$ cat src/line_adapter_map.svh
`ifndef LINE_ADAPTER_MAP_SVH
`define LINE_ADAPTER_MAP_SVH

// Line table geometry
`define LT_DEPTH        64
`define LT_AW           6
`define LT_DW           8

// Line table byte offsets
`define LT_CTRL_BYTE    6'h14
`define LT_WORK0_LO     6'h17
`define LT_WORK0_HI     6'h1F
`define LT_WORK1        6'h34
`define LT_WORK2_LO     6'h38
`define LT_WORK2_HI     6'h3F
`define LT_RDADDR_BYTE  6'h37
`define LT_FW_STAT_LO   6'h0E
`define LT_FW_STAT_A    6'h10
`define LT_FW_STAT_B    6'h11

// Control byte bit positions (bit 0 is the least significant bit)
`define LCR_DTR         7
`define LCR_RTS         6
`define LCR_SEC_SYNC    5
`define LCR_SPACE_SPEED 4
`define LCR_MARK_DIRECT 3
`define LCR_LOOP        2
`define LCR_RX_ON       1
`define LCR_TX_ON       0

// Read address field of the address byte (bits 0 through 5)
`define LT_RDADDR_MSB   5
`define LT_RDADDR_LSB   0

// Reset values
`define LCR_RESET       8'h00
`define LT_RESET        8'h00

// Line levels
`define LINE_SPACE      1'b0
`define LINE_MARK       1'b1
`define RATE_NONE       4'h0

`endif

$ cat src/line_adapter_pkg.sv
package line_adapter_pkg;

  typedef logic [7:0] byte_type;
  typedef logic [5:0] table_addr_type;
  typedef logic [3:0] rate_type;

  typedef enum logic [1:0] {
    SRC_NONE,
    SRC_HOST,
    SRC_CHAN,
    SRC_FW
  } write_source_type;

  typedef enum logic [1:0] {
    TX_DATA,
    TX_SPACE,
    TX_MARK,
    TX_IDLE
  } tx_level_type;

endpackage

$ cat src/line_control_adapter.sv
`timescale 1ns/1ps
`include "line_adapter_map.svh"

module line_control_adapter
  import line_adapter_pkg::*;
(
  // Clock and reset
  input  wire logic           i_clk,
  input  wire logic           i_sys_rst,
  // Host table access
  input  wire logic           i_host_wr,
  input  wire table_addr_type i_host_addr,
  input  wire byte_type       i_host_wdata,
  input  wire logic           i_host_rd,
  output logic                o_host_rvalid,
  output byte_type            o_host_rdata,
  // Channel program table access and register load
  input  wire logic           i_chan_wr,
  input  wire table_addr_type i_chan_addr,
  input  wire byte_type       i_chan_wdata,
  input  wire logic           i_chan_rd,
  output logic                o_chan_rvalid,
  output byte_type            o_chan_rdata,
  input  wire logic           i_lcr_load,
  input  wire byte_type       i_lcr_merge,
  // Firmware status update
  input  wire logic           i_fw_wr,
  input  wire table_addr_type i_fw_addr,
  input  wire byte_type       i_fw_wdata,
  input  wire logic           i_processing,
  // Adapter type and line speed
  input  wire logic           i_sync_adapter,
  input  wire rate_type       i_line_speed,
  // Serial data paths
  input  wire logic           i_tx_serial,
  input  wire logic           i_tx_char_tick,
  input  wire logic           i_rx_line,
  output logic                o_tx_line,
  output logic                o_tx_service_req,
  output logic                o_rx_serial,
  // Data set control
  output logic                o_dtr,
  output logic                o_rts,
  output logic                o_sec_tx,
  output logic                o_new_sync,
  output logic                o_speed_sel,
  output logic                o_clk_internal,
  output rate_type            o_loop_rate,
  output logic                o_rx_enable,
  output logic                o_tx_enable,
  output byte_type            o_lcr
);

  byte_type         line_table [`LT_DEPTH];
  byte_type         lcr;
  logic             sync_meta;
  logic             sync_mode;
  logic             rx_meta;
  logic             rx_sync;
  logic             tx_loop;
  write_source_type wr_src;
  table_addr_type   wr_addr;
  byte_type         wr_data;
  tx_level_type     tx_level;
  table_addr_type   host_rd_addr;

  // Bytes only firmware may change once processing is under way
  function automatic logic fw_owned(input table_addr_type a);
    fw_owned = (a == `LT_FW_STAT_LO) || (a == `LT_FW_STAT_A) || (a == `LT_FW_STAT_B);
  endfunction

  // Free work storage bytes
  function automatic logic work_byte(input table_addr_type a);
    work_byte = ((a >= `LT_WORK0_LO) && (a <= `LT_WORK0_HI)) || (a == `LT_WORK1) ||
                ((a >= `LT_WORK2_LO) && (a <= `LT_WORK2_HI));
  endfunction

  // Software writes to firmware bytes are only allowed before processing
  function automatic logic sw_may_write(input table_addr_type a, input logic busy);
    sw_may_write = !(fw_owned(a) && busy);
  endfunction

  // Adapter type strap and receive line cross in through two flops
  always_ff @(posedge i_clk or posedge i_sys_rst) begin
    if (i_sys_rst) begin
      sync_meta <= 1'b0;
      sync_mode <= 1'b0;
    end else begin
      sync_meta <= i_sync_adapter;
      sync_mode <= sync_meta;
    end
  end

  always_ff @(posedge i_clk or posedge i_sys_rst) begin
    if (i_sys_rst) begin
      rx_meta <= `LINE_MARK;
      rx_sync <= `LINE_MARK;
    end else begin
      rx_meta <= i_rx_line;
      rx_sync <= rx_meta;
    end
  end

  // Write arbitration: firmware, then channel program, then host
  always_comb begin
    wr_src  = SRC_NONE;
    wr_addr = i_host_addr;
    wr_data = i_host_wdata;
    if (i_fw_wr) begin
      wr_src  = SRC_FW;
      wr_addr = i_fw_addr;
      wr_data = i_fw_wdata;
    end else if (i_chan_wr && sw_may_write(i_chan_addr, i_processing)) begin
      wr_src  = SRC_CHAN;
      wr_addr = i_chan_addr;
      wr_data = i_chan_wdata;
    end else if (i_host_wr && sw_may_write(i_host_addr, i_processing)) begin
      wr_src  = SRC_HOST;
      wr_addr = i_host_addr;
      wr_data = i_host_wdata;
    end
  end

  // Line table storage
  always_ff @(posedge i_clk or posedge i_sys_rst) begin
    if (i_sys_rst) begin
      for (int i = 0; i < `LT_DEPTH; i++) begin
        line_table[i] <= `LT_RESET;
      end
    end else if (wr_src != SRC_NONE) begin
      line_table[wr_addr] <= wr_data;
    end
  end

  // Host byte read: address from the low six bits of the address byte
  assign host_rd_addr = line_table[`LT_RDADDR_BYTE][`LT_RDADDR_MSB:`LT_RDADDR_LSB];

  always_ff @(posedge i_clk or posedge i_sys_rst) begin
    if (i_sys_rst) begin
      o_host_rvalid <= 1'b0;
      o_host_rdata  <= `LT_RESET;
    end else begin
      o_host_rvalid <= i_host_rd;
      if (i_host_rd) begin
        o_host_rdata <= line_table[host_rd_addr];
      end
    end
  end

  // Channel program read, including work and firmware bytes
  always_ff @(posedge i_clk or posedge i_sys_rst) begin
    if (i_sys_rst) begin
      o_chan_rvalid <= 1'b0;
      o_chan_rdata  <= `LT_RESET;
    end else begin
      o_chan_rvalid <= i_chan_rd;
      if (i_chan_rd) begin
        o_chan_rdata <= line_table[i_chan_addr];
      end
    end
  end

  // Line control register, one per line, loaded only on request
  always_ff @(posedge i_clk or posedge i_sys_rst) begin
    if (i_sys_rst) begin
      lcr <= `LCR_RESET;
    end else if (i_lcr_load) begin
      lcr <= line_table[`LT_CTRL_BYTE] | i_lcr_merge;
    end
  end

  assign o_lcr = lcr;

  // Data set control follows the register directly
  assign o_dtr       = lcr[`LCR_DTR];
  assign o_rts       = lcr[`LCR_RTS];
  assign o_sec_tx    = !sync_mode && lcr[`LCR_SEC_SYNC];
  assign o_new_sync  = sync_mode && lcr[`LCR_SEC_SYNC];
  assign o_speed_sel = sync_mode && lcr[`LCR_SPACE_SPEED];
  assign o_rx_enable = lcr[`LCR_RX_ON];
  assign o_tx_enable = lcr[`LCR_TX_ON];

  assign o_clk_internal = sync_mode && (lcr[`LCR_MARK_DIRECT] || lcr[`LCR_LOOP]);

  // Async loop-back bit rate comes from the line speed input
  always_ff @(posedge i_clk or posedge i_sys_rst) begin
    if (i_sys_rst) begin
      o_loop_rate <= `RATE_NONE;
    end else if (!sync_mode && lcr[`LCR_LOOP]) begin
      o_loop_rate <= i_line_speed;
    end else begin
      o_loop_rate <= `RATE_NONE;
    end
  end

  // Transmit level selection; space wins if both forcing bits are set
  always_comb begin
    tx_level = TX_DATA;
    if (!lcr[`LCR_TX_ON]) begin
      tx_level = TX_IDLE;
    end else if (!sync_mode && lcr[`LCR_SPACE_SPEED]) begin
      tx_level = TX_SPACE;
    end else if (!sync_mode && lcr[`LCR_MARK_DIRECT]) begin
      tx_level = TX_MARK;
    end
  end

  // Level actually sent, also the source of loop-back data
  always_comb begin
    unique case (tx_level)
      TX_DATA:  tx_loop = i_tx_serial;
      TX_SPACE: tx_loop = `LINE_SPACE;
      TX_MARK:  tx_loop = `LINE_MARK;
      TX_IDLE:  tx_loop = `LINE_MARK;
    endcase
  end

  // Line held at mark during loop-back so test data stays local
  always_ff @(posedge i_clk or posedge i_sys_rst) begin
    if (i_sys_rst) begin
      o_tx_line <= `LINE_MARK;
    end else if (lcr[`LCR_LOOP]) begin
      o_tx_line <= `LINE_MARK;
    end else begin
      o_tx_line <= tx_loop;
    end
  end

  // Service requests continue at character rate even while forced
  always_ff @(posedge i_clk or posedge i_sys_rst) begin
    if (i_sys_rst) begin
      o_tx_service_req <= 1'b0;
    end else begin
      o_tx_service_req <= i_tx_char_tick && lcr[`LCR_TX_ON];
    end
  end

  // Receive data: own line, or transmit data when looped back
  always_ff @(posedge i_clk or posedge i_sys_rst) begin
    if (i_sys_rst) begin
      o_rx_serial <= `LINE_MARK;
    end else if (!lcr[`LCR_RX_ON]) begin
      o_rx_serial <= `LINE_MARK;
    end else if (lcr[`LCR_LOOP]) begin
      o_rx_serial <= tx_loop;
    end else begin
      o_rx_serial <= rx_sync;
    end
  end

endmodule

$ cat config.mk
export PLATFORM = sky130hd
export DESIGN_NAME = line_control_adapter
export DESIGN_NICKNAME = d
export VERILOG_FILES = /design/src/line_adapter_pkg.sv /design/src/line_control_adapter.sv
export VERILOG_INCLUDE_DIRS = /design/src
export SDC_FILE = /design/constraint.sdc
export NUM_CORES = 1
export LEC_CHECK = 0
export BUFFER_PORTS_ARGS = -buffer_cell sky130_fd_sc_hd__clkbuf_2
export CELL_PAD_IN_SITES_DETAIL_PLACEMENT = 1
export CELL_PAD_IN_SITES_GLOBAL_PLACEMENT = 1
export CORE_MARGIN = 2
export CORE_UTILIZATION = 50
export CTS_BUF_LIST = sky130_fd_sc_hd__clkbuf_2
export DETAILED_ROUTE_END_ITERATION = 10
export PLACE_DENSITY = 0.77
export SLEW_MARGIN = 20
export SYNTH_ARGS = -nofsm -noshare
export SYNTH_HDL_FRONTEND = slang
export SYNTH_SLANG_ARGS = --single-unit
$ cat constraint.sdc
create_clock -name i_clk -period 15.9 [get_ports i_clk]
set_input_delay 0.795 -clock i_clk [delete_from_list [all_inputs] [get_ports i_clk]]
set_output_delay 0.795 -clock i_clk [all_outputs]
set_load 0.005 [all_outputs]
==> results by group, run 1 <==
Outcome
  – Status: completed

Global routing
  – Vias in the first global route: 21065
  – Antenna violations before repair: 3
  – Grt total ovfl: 0
  – GRT Resource Usage Total: 30.83%
  – Largest net degree at the start of global routing: 172
  – Global-route wire length before repair: 137.9 mm

Timing
  – Period utilisation layout: 27.40%
  – Worst Skew: 127.8 ps
  – Maximum clock frequency: 0.2295 GHz
  – Least-Margin Pin Slew: 1027 ps
  – Hold WS: 151.5 ps
  – Slew HR: 31.56%
  – RSZ-0062 raised after global routing: false
  – Final setup fails: 0
  – Setup_tns: 0 ps
  – Fin. max-slew vios: 0
  – Fin. Hold Viols: 0
  – Final worst slack: 11540 ps
  – Post-layout minimum cycle time: 4357 ps

Clock network
  – H-tree depth: 4
  – Clock Path Buffers: 3
  – CTS resizes: 0
  – Clk slew on worst S/H paths: 90 ps
  – Post-CTS Setup Bufs: 0
  – Clock root cell: clkbuf_2
  – Clock Latency Late Sink: 1360 ps
  – Hold-fix buffers, CTS: 28
  – Sink Count: 549
  – CTS tree: built
  – CTS buffer count: 146

Yosys
  – Cell variety after synth: 69
  – Mapped Area: 29530 um2
  – Mapped Nets: 2019
  – Post-synth top flop: dfrtp_1
  – Ys Warns: 0
  – Syn Area/Cell: 15.13 um2
  – Mapped Cells: 1952
  – Post-synthesis register bit count: 549
  – Sequential area share after synthesis: 46.54%
  – Asr flop ratio synth: 100.0%
  – EDFF count, synth: 0

Power
  – Clock power frac: 21.9%
  – Reg power frac: 45.7%
  – Sw frac: 34.89%
  – Pwr per Cell Area: 143.6 nW/um2
  – Net Sw Power: 1.620 mW
  – Part of the power in combinational logic: 32.3%
  – VDD IR max: 0.00005864 V
  – Internal power: 3.023 mW
  – Leak pwr: 14.37 nW

Final layout
  – Area Overhead vs Synth: 9.505%
  – Ratio of cells with drive above 1 in the final layout: 54.64%
  – Final nets: 2167

Floorplan
  – IO Pins: 108
  – Die area: 61010 um2
  – Initial Util: 50.31%
  – # rows: 89
  – Core Footprint: 58690 um2
  – Die height: 247.0 um
  – Die width: 247.0 um

Routing
  – Post-route DRC: 0
  – Routed len/inst: 30.52 um
  – WL final: 90.64 mm
  – DRT Pass-1 Iters: 5
  – Vias per cell: 6.644
  – DRT iter0 DRCs: 1793
  – Post-route ant nets: 0
  – DR vias: 19732

Critical path
  – Type of destination of the critical path: flip-flop
  – Critical path type: input port to flip-flop
  – Critical path peak fanout: 51
  – Data required time of the critical path: 17030 ps
  – Startpoint types: input port
  – Arrival time at the worst endpoint: 5490 ps

Place
  – Final HPWL DP: 58.15 mm
  – Dpl ws: 10250 ps
  – GP Congestion: 0.9343
  – IO Port Bufs: 107

Hold path
  – Hold/Removal Path Class: input port to flip-flop

Run
  – Max Cap Violations: 0
final cells by class:
type | count | area, um2
well taps | 773 | 967.2
multi-input cells | 1216 | 15120
fillers | 5637 | 26350
clock buffers | 218 | 1091
flip-flops and latches | 549 | 13750
repair buffers | 172 | 1150
inverters | 15 | 60.06
clock inverters | 26 | 187.7
diodes | 1 | 2.502
power groups by stage:
stage / clock network, mW / logic, mW / registers, mW
2_1_floorplan: 0 / 1.11 / 1.98
6_report: 1.02 / 1.50 / 2.12
4_1_cts: 1.04 / 1.49 / 2.11
3_5_place_dp: 0 / 1.48 / 2.14
3_3_place_gp: 0 / 1.43 / 2.10
5_1_grt: 1.12 / 1.58 / 2.17
metrics by stage:
stage,total power [mW],utilization (%),cells,area [um2]
2_1_floorplan,3.091,-,1952,29530
3_3_place_gp,3.528,52.41,2696,30760
3_5_place_dp,3.618,52.41,2696,30760
4_1_cts,4.651,55.07,2968,32320
5_1_grt,4.869,55.10,2970,32330
6_report,4.644,55.10,2970,32330
Yosys cell counts, drive strengths merged (14+ instances only):
cell type	instances	share of area (%)
dfrtp	545	46
o22ai	14	0.32
clkbuf	93	1.2
nor2	48	0.62
buf	79	1.3
o21ai	23	0.39
mux2	519	20
mux2i	58	2.0
nand2	41	0.52
mux4	277	21
nand3	57	1.4
a21oi	21	0.36
placed cells by master, fill, tap and decap left out, types with 11 or more instances in the layout:
cell / n
o21ai_0: 14
mux2_2: 496
o22ai_1: 13
mux4_2: 277
mux2i_1: 58
and3_1: 13
dlygate4sd3_1: 28
a22o_1: 13
nand3_1: 31
clkinv_1: 19
a31oi_1: 11
nor2_1: 47
buf_4: 33
a21oi_1: 20
mux2_1: 23
dfrtp_1: 542
nand3_2: 26
nor2b_1: 13
nand2_1: 41
clkbuf_2: 322
a221o_1: 12
and2_1: 12
critical path: stages:
cell and delay (ps):
buf_4 310, buf_4 530, or4b_1 670, o21ai_1 680
o2111ai_1 270, a21oi_2 840, nand3_1 780, mux2_2 510
layer usage:
metal  track usage (%)  vias up  part of all wire (%)  routed length [um]
met5                 0        -                 0.024                  22
met3             7.673      198                   8.0                7220
met2             47.44      866                    47               42800
met4             13.20        4                   3.9                3495
li1                  -     8002                     -                   -
met1             41.86    10662                    41               37100
registers in the layout (all words and copies together), names as in the netlist:
name	flops
host_rd_addr	6
line_table	506
o_chan_rdata	8
o_chan_rvalid	1
o_host_rdata	8
o_host_rvalid	1
o_lcr	8
o_loop_rate	4
o_rx_serial	1
o_tx_line	1
o_tx_service_req	1
rx_meta	1
rx_sync	1
sync_meta	1
sync_mode	1
worst paths after layout:
check,start,end,slack [ps],cells after the start
hold / removal,i_sync_adapter,sync_meta,150,2
setup reg to reg,host_rd_addr[1],o_host_rdata[3],12020,7
hold reg to reg,rx_meta,rx_sync,360,0
max in group asynchronous,i_sys_rst,line_table[43],12680,7
min in group asynchronous,i_sys_rst,o_loop_rate[3],300,4
setup / recovery,i_chan_addr[2],line_table[225],11540,8
logic make-up (layout without fill, tap and decap cells):
| group | count (synthesis) | count (layout) | synth area share, % |
|---|---|---|---|
| multiplexers | 854 | 854 | 42.89 |
| flip-flops | 549 | 549 | 46.54 |
| AND/OR/NAND/NOR | 211 | 211 | 4.009 |
| buffers and inverters | 187 | 431 | 2.636 |
| AO/OA/AOI/OAI | 151 | 151 | 3.924 |
| other | 0 | 1 | 0 |
Power figures use the tool's default switching activity.
==> inputs of run 2 (changes only) <==
Settings changed: PLACE_DENSITY 0.77 to 0.74.
Clock period 15.9 ns to 4.2 ns, I/O delays scaled along.
==> run 2 against run 1 <==
Count of clock-buffer cells in the layout down 3. Wire length up 4.3%. Register-to-register slack worse by 11000 ps. Sequential power rose to 3.8 times the previous value. Via count up 3.9%. Clock power rose to 3.9 times the previous value.
==> results by group, run 2 (synthesis results as in run 1) <==
Outcome
  – Status: completed

Global routing
  – Antenna violations before repair: 4
  – Vias in the first global route: 22005
  – GRT Resource Usage Total: 32.22%
  – Global-route wire length before repair: 143.9 mm
  – Grt total ovfl: 0
  – Largest net degree at the start of global routing: 137

Critical path
  – Critical path type: input port to flip-flop
  – Cell with the largest stage delay on the worst path: dlygate4sd3_1
  – Data required time of the critical path: 5390 ps
  – Reg-to-reg startpoint: host_rd_addr[0]
  – Slowest stage delay, CP: 820 ps
  – Register-to-Register Path Depth: 5
  – Type of destination of the critical path: flip-flop
  – Cell chain of the critical path: dlygate4sd3_1, dlygate4sd3_1, clkbuf_2, or4b_1, o21ai_1, buf_4, o41ai_1, a221oi_4, dlygate4sd3_1, buf_4, nand3_2, dlygate4sd3_1, mux2_1
  – CP dominant cell by count: dlygate4sd3_1
  – Critical path peak fanout: 16
  – Startpoint types: input port
  – Worst r2r dst: o_host_rdata[0]
  – Arrival time at the worst endpoint: 5360 ps
  – Reg-to-reg slack, setup: 960 ps

Place
  – GP Congestion: 0.8932
  – Final HPWL DP: 60.51 mm
  – Placed insts: 2751
  – IO Port Bufs: 107

Floorplan
  – Die width: 247.0 um
  – Die area: 61010 um2
  – Die height: 247.0 um
  – Initial Util: 50.31%
  – Core Footprint: 58690 um2
  – # rows: 89
  – IO Pins: 108

Routing
  – Post-route ant nets: 0
  – Vias per cell: 6.548
  – DRT iter0 DRCs: 1859
  – DR vias: 20496
  – WL final: 94.54 mm
  – Routed len/inst: 30.20 um
  – Post-route DRC: 0
  – DRT Pass-1 Iters: 5

Hold path
  – Min-Delay Endpoint: o_tx_service_req
  – Hold/Removal Path Class: input port to flip-flop
  – Hold depth: 4
  – Hold Crit Start: i_tx_char_tick

Final layout
  – Commonest non-fill, non-tap cell in the layout: dfrtp_1
  – Top reg by flops: line_table
  – Final std cells w/o fill: 3130
  – Register area: 13750 um2
  – Final nets: 2308
  – Area of the multi-input gates: 15130 um2
  – Final core occ: 57.54%
  – Area Overhead vs Synth: 14.35%
  – Fillers: 5615
  – Ratio of cells with drive above 1 in the final layout: 53.35%
  – Most frequent cells in the layout: 542 x dfrtp_1, 496 x mux2_2, 319 x clkbuf_2
  – Number of flip-flops in the largest register: 506

Timing
  – Post-layout minimum cycle time: 4163 ps
  – Period utilisation layout: 99.13%
  – Fin. max-slew vios: 0
  – Slew HR: 37.81%
  – Least-Margin Pin Slew: 932.9 ps
  – Hold WS: 195.2 ps
  – Maximum clock frequency: 0.2402 GHz
  – Fin. Hold Viols: 0
  – Final setup fails: 0
  – Worst Skew: 72.27 ps
  – Setup_tns: 0 ps
  – RSZ-0062 raised after global routing: false

Clock network
  – Clk slew on worst S/H paths: 100 ps
  – CTS tree: built
  – Clock Latency Late Sink: 1360 ps
  – H-tree depth: 4
  – Clock Path Buffers: 3
  – Clock root cell: clkbuf_2
  – Sink Count: 549
  – CTS buffer count: 149

Power
  – Pwr per Cell Area: 531.2 nW/um2
  – Power Total: 17.94 mW
  – VDD IR max: 0.0002705 V
  – Leak pwr: 15.05 nW

Run
  – Max Cap Violations: 0
[run 2: what timing repair did]
action	in CTS	in global routing
hold buffers	110	3
buffers inserted	0	0
endpoints found under the setup margin	0	17
hold endpoints to repair	1096	91
resized for setup	0	2
[run 2: per-stage QoR]
step	setup slack, ps	area (um2)
global placement	822.6	31250
CTS	193.6	33740
finish	36.60	33760
global route	59.16	33760
floorplan	-3477	29530
detailed placement	715.7	31250
[run 2: worst max-delay path, delay by kind of cell]
kind | cells | cell delay, ps
AOI/OAI and AO/OA | 3 | 690
buffers and inverters | 7 | 3360
muxes | 1 | 410
and+or+nand+nor | 2 | 690
[run 2: metal layers]
layer	wire length [um]	up-vias	share of wire (%)	track usage, %
li1	-	8305	-	-
met1	38900	11122	41	43.57
met2	45420	893	48	50.89
met3	7205	172	7.6	7.391
met4	2996	4	3.2	12.47
met5	19	-	0.020	0
[run 2: how the worst max path moves through the flow]
stage                     slack (ps)              end  cells after the start      startpoint
after global routing              60  line_table[221]                     13  i_chan_addr[5]
after detailed placement         720  line_table[374]                      8  i_chan_addr[1]
after global placement           820  line_table[370]                      9  i_chan_addr[2]
after CTS                        190  line_table[113]                     11  i_chan_addr[5]
after floorplan                -3480  host_rd_addr[0]                      1       i_sys_rst
final                             40  line_table[221]                     13  i_chan_addr[5]
[run 2: area by class of cell]
class                      instances  share of cell area [%]
clock buffer                     215                   3.187
sequential                       549                   40.73
timing repair buffer             310                   7.319
clock inverter                    51                  0.9153
inverter                          15                  0.1779
multi-input combinational       1216                   44.80
antenna                            1                0.007411
tap                              773                   2.864
[run 2: power by group]
group	switching (mW)	internal, mW	total, mW	leakage, nW
Sequential	1.32	6.74	8.05	7.13
Combinational	2.55	3.31	5.86	6.88
Clock	2.40	1.62	4.02	1.04
Total	6.27	11.7	17.9	15.0
==> inputs of run 3 (changes only) <==
Settings changed: PLACE_DENSITY 0.74 to not set, PLACE_DENSITY_LB_ADDON set to 0.1.
==> run 3 against run 2 <==
Wire length rose by 0.72%. Non-clock buffer count shrank 34. Register-to-register slack got worse by 180 ps. Hold slack worse by 21 ps. Via count shrank 1.6%. Clock skew rose by 25 ps. Count of clock-buffer cells in the layout increased by 15. Largest cell class unchanged. Largest power group unchanged.
==> results by group, run 3 (synthesis results as in run 1) <==
Global routing
  – Global-route wire length before repair: 143.0 mm
  – Largest net degree at the start of global routing: 108
  – Antenna violations before repair: 1
  – Grt total ovfl: 0
  – Vias in the first global route: 21853
  – GRT Resource Usage Total: 32.28%

Place
  – IO Port Bufs: 107
  – Placed insts: 2721
  – Placed cell areas: 31050 um2
  – Final HPWL DP: 61.43 mm
  – GP Congestion: 0.9302

Timing
  – Post-layout minimum cycle time: 3957 ps
  – Slew HR: 31.47%
  – Fin. Hold Viols: 0
  – Maximum clock frequency: 0.2527 GHz
  – Worst Skew: 97.50 ps
  – Least-Margin Pin Slew: 1025 ps
  – Fin. max-slew vios: 0
  – RSZ-0062 raised after global routing: false
  – Final setup fails: 0
  – Period utilisation layout: 94.22%

Critical path
  – Critical path type: input port to flip-flop
  – Reg-to-reg slack, setup: 780 ps
  – Type of destination of the critical path: flip-flop
  – Data required time of the critical path: 5460 ps
  – Reg-to-reg startpoint: host_rd_addr[3]
  – Startpoint types: input port
  – Critical path peak fanout: 16
  – Register-to-Register Path Depth: 7
  – Worst r2r dst: o_chan_rdata[3]
  – Arrival time at the worst endpoint: 5220 ps

Floorplan
  – IO Pins: 108
  – # rows: 89
  – Die width: 247.0 um
  – Die height: 247.0 um
  – Die area: 61010 um2
  – Initial Util: 50.31%
  – Core Footprint: 58690 um2

Final layout
  – Commonest non-fill, non-tap cell in the layout: dfrtp_1
  – Final nets: 2277
  – Fillers: 5621
  – Ratio of cells with drive above 1 in the final layout: 53.49%
  – Register area: 13750 um2
  – Final instance area: 33540 um2
  – Area Overhead vs Synth: 13.61%
  – Area of the multi-input gates: 15120 um2
  – Most frequent cells in the layout: 542 x dfrtp_1, 496 x mux2_2, 334 x clkbuf_2
  – Top reg by flops: line_table
  – Number of flip-flops in the largest register: 506
  – Final std cells w/o fill: 3096

Power
  – Internal power: 11.72 mW
  – Part of the power in combinational logic: 32.4%
  – Reg power frac: 44.9%
  – Pwr per Cell Area: 535.0 nW/um2
  – Net Sw Power: 6.226 mW
  – Clock power frac: 22.7%
  – VDD IR max: 0.0002530 V
  – Power Total: 17.95 mW
  – Leak pwr: 14.94 nW
  – Sw frac: 34.69%

Routing
  – DRT iter0 DRCs: 1674
  – Post-route DRC: 0
  – WL final: 95.22 mm
  – Post-route ant nets: 0
  – DRT Pass-1 Iters: 5
  – Routed len/inst: 30.76 um
  – Vias per cell: 6.516
  – DR vias: 20172

Clock network
  – CTS tree: built
  – Sink Count: 549
  – Clk slew on worst S/H paths: 100 ps
  – Clock Path Buffers: 3
  – Clock Latency Late Sink: 1380 ps
  – Post-CTS Setup Bufs: 0
  – H-tree depth: 4
  – Clock root cell: clkbuf_2
  – CTS buffer count: 152

Outcome
  – Status: completed

Run
  – Max Cap Violations: 0

Hold path
  – Hold/Removal Path Class: input port to async pin
[run 3: metal layers]
layer	vias up	part of all wire [%]	global-route usage (%)
li1	8244	-	-
met1	11014	43	45.04
met2	754	47	49.87
met3	160	7.0	7.272
met4	0	2.9	11.78
met5	-	0	0
[run 3: how the worst max path moves through the flow]
stage | endpoint | cells past startpoint | start
3_3_place_gp | line_table[370] | 8 | i_chan_addr[4]
5_1_grt | line_table[180] | 12 | i_chan_addr[4]
4_1_cts | line_table[180] | 12 | i_chan_addr[4]
3_5_place_dp | line_table[113] | 8 | i_chan_addr[4]
6_report | line_table[180] | 12 | i_chan_addr[4]
2_1_floorplan | host_rd_addr[0] | 1 | i_sys_rst
[run 3: through the flow]
stage | TNS (ps) | hold WS (ps) | utilization [%] | setup WS, ps
2_1_floorplan | -1900280 | 214.5 | - | -3477
3_3_place_gp | 0 | 299.2 | 52.92 | 917.5
3_5_place_dp | 0 | 300.5 | 52.92 | 807.6
4_1_cts | 0 | 0.6185 | 57.15 | 370.1
5_1_grt | 0 | 97.26 | 57.16 | 157.1
6_report | 0 | 174.1 | 57.16 | 242.9
[run 3: worst max-delay path, stage by stage]
cell,delay (ps)
dlygate4sd3_1,550
clkbuf_2,290
or3b_1,510
nor2_1,490
o2111ai_1,200
dlygate4sd3_1,630
a21oi_1,160
dlygate4sd3_1,570
buf_4,260
and3_2,410
mux2_2,370
dlygate4sd3_1,550
[run 3: power by group through the flow]
| stage | Combinational (mW) | Sequential, mW | Clock, mW |
|---|---|---|---|
| floorplan | 4.19 | 7.51 | 0 |
| global placement | 5.52 | 7.97 | 0 |
| finish | 5.82 | 8.06 | 4.07 |
| global route | 6.14 | 8.25 | 4.48 |
| detailed placement | 5.68 | 8.12 | 0 |
| CTS | 5.81 | 8.02 | 4.19 |
[run 3: timing repair]
action	CTS	global route
resized for setup	0	1
hold buffers	108	0
endpoints found under the setup margin	0	1
endpoints found under the hold margin	1096	0
[run 3: area by class of cell]
| cell class | instances | share of cell area, % |
|---|---|---|
| diodes | 1 | 0.007460 |
| clock buffers | 230 | 3.432 |
| clock inverters | 36 | 0.7609 |
| inverters | 15 | 0.1790 |
| multi-input cells | 1216 | 45.08 |
| flip-flops and latches | 549 | 41.00 |
| well taps | 773 | 2.883 |
| repair buffers | 276 | 6.665 |
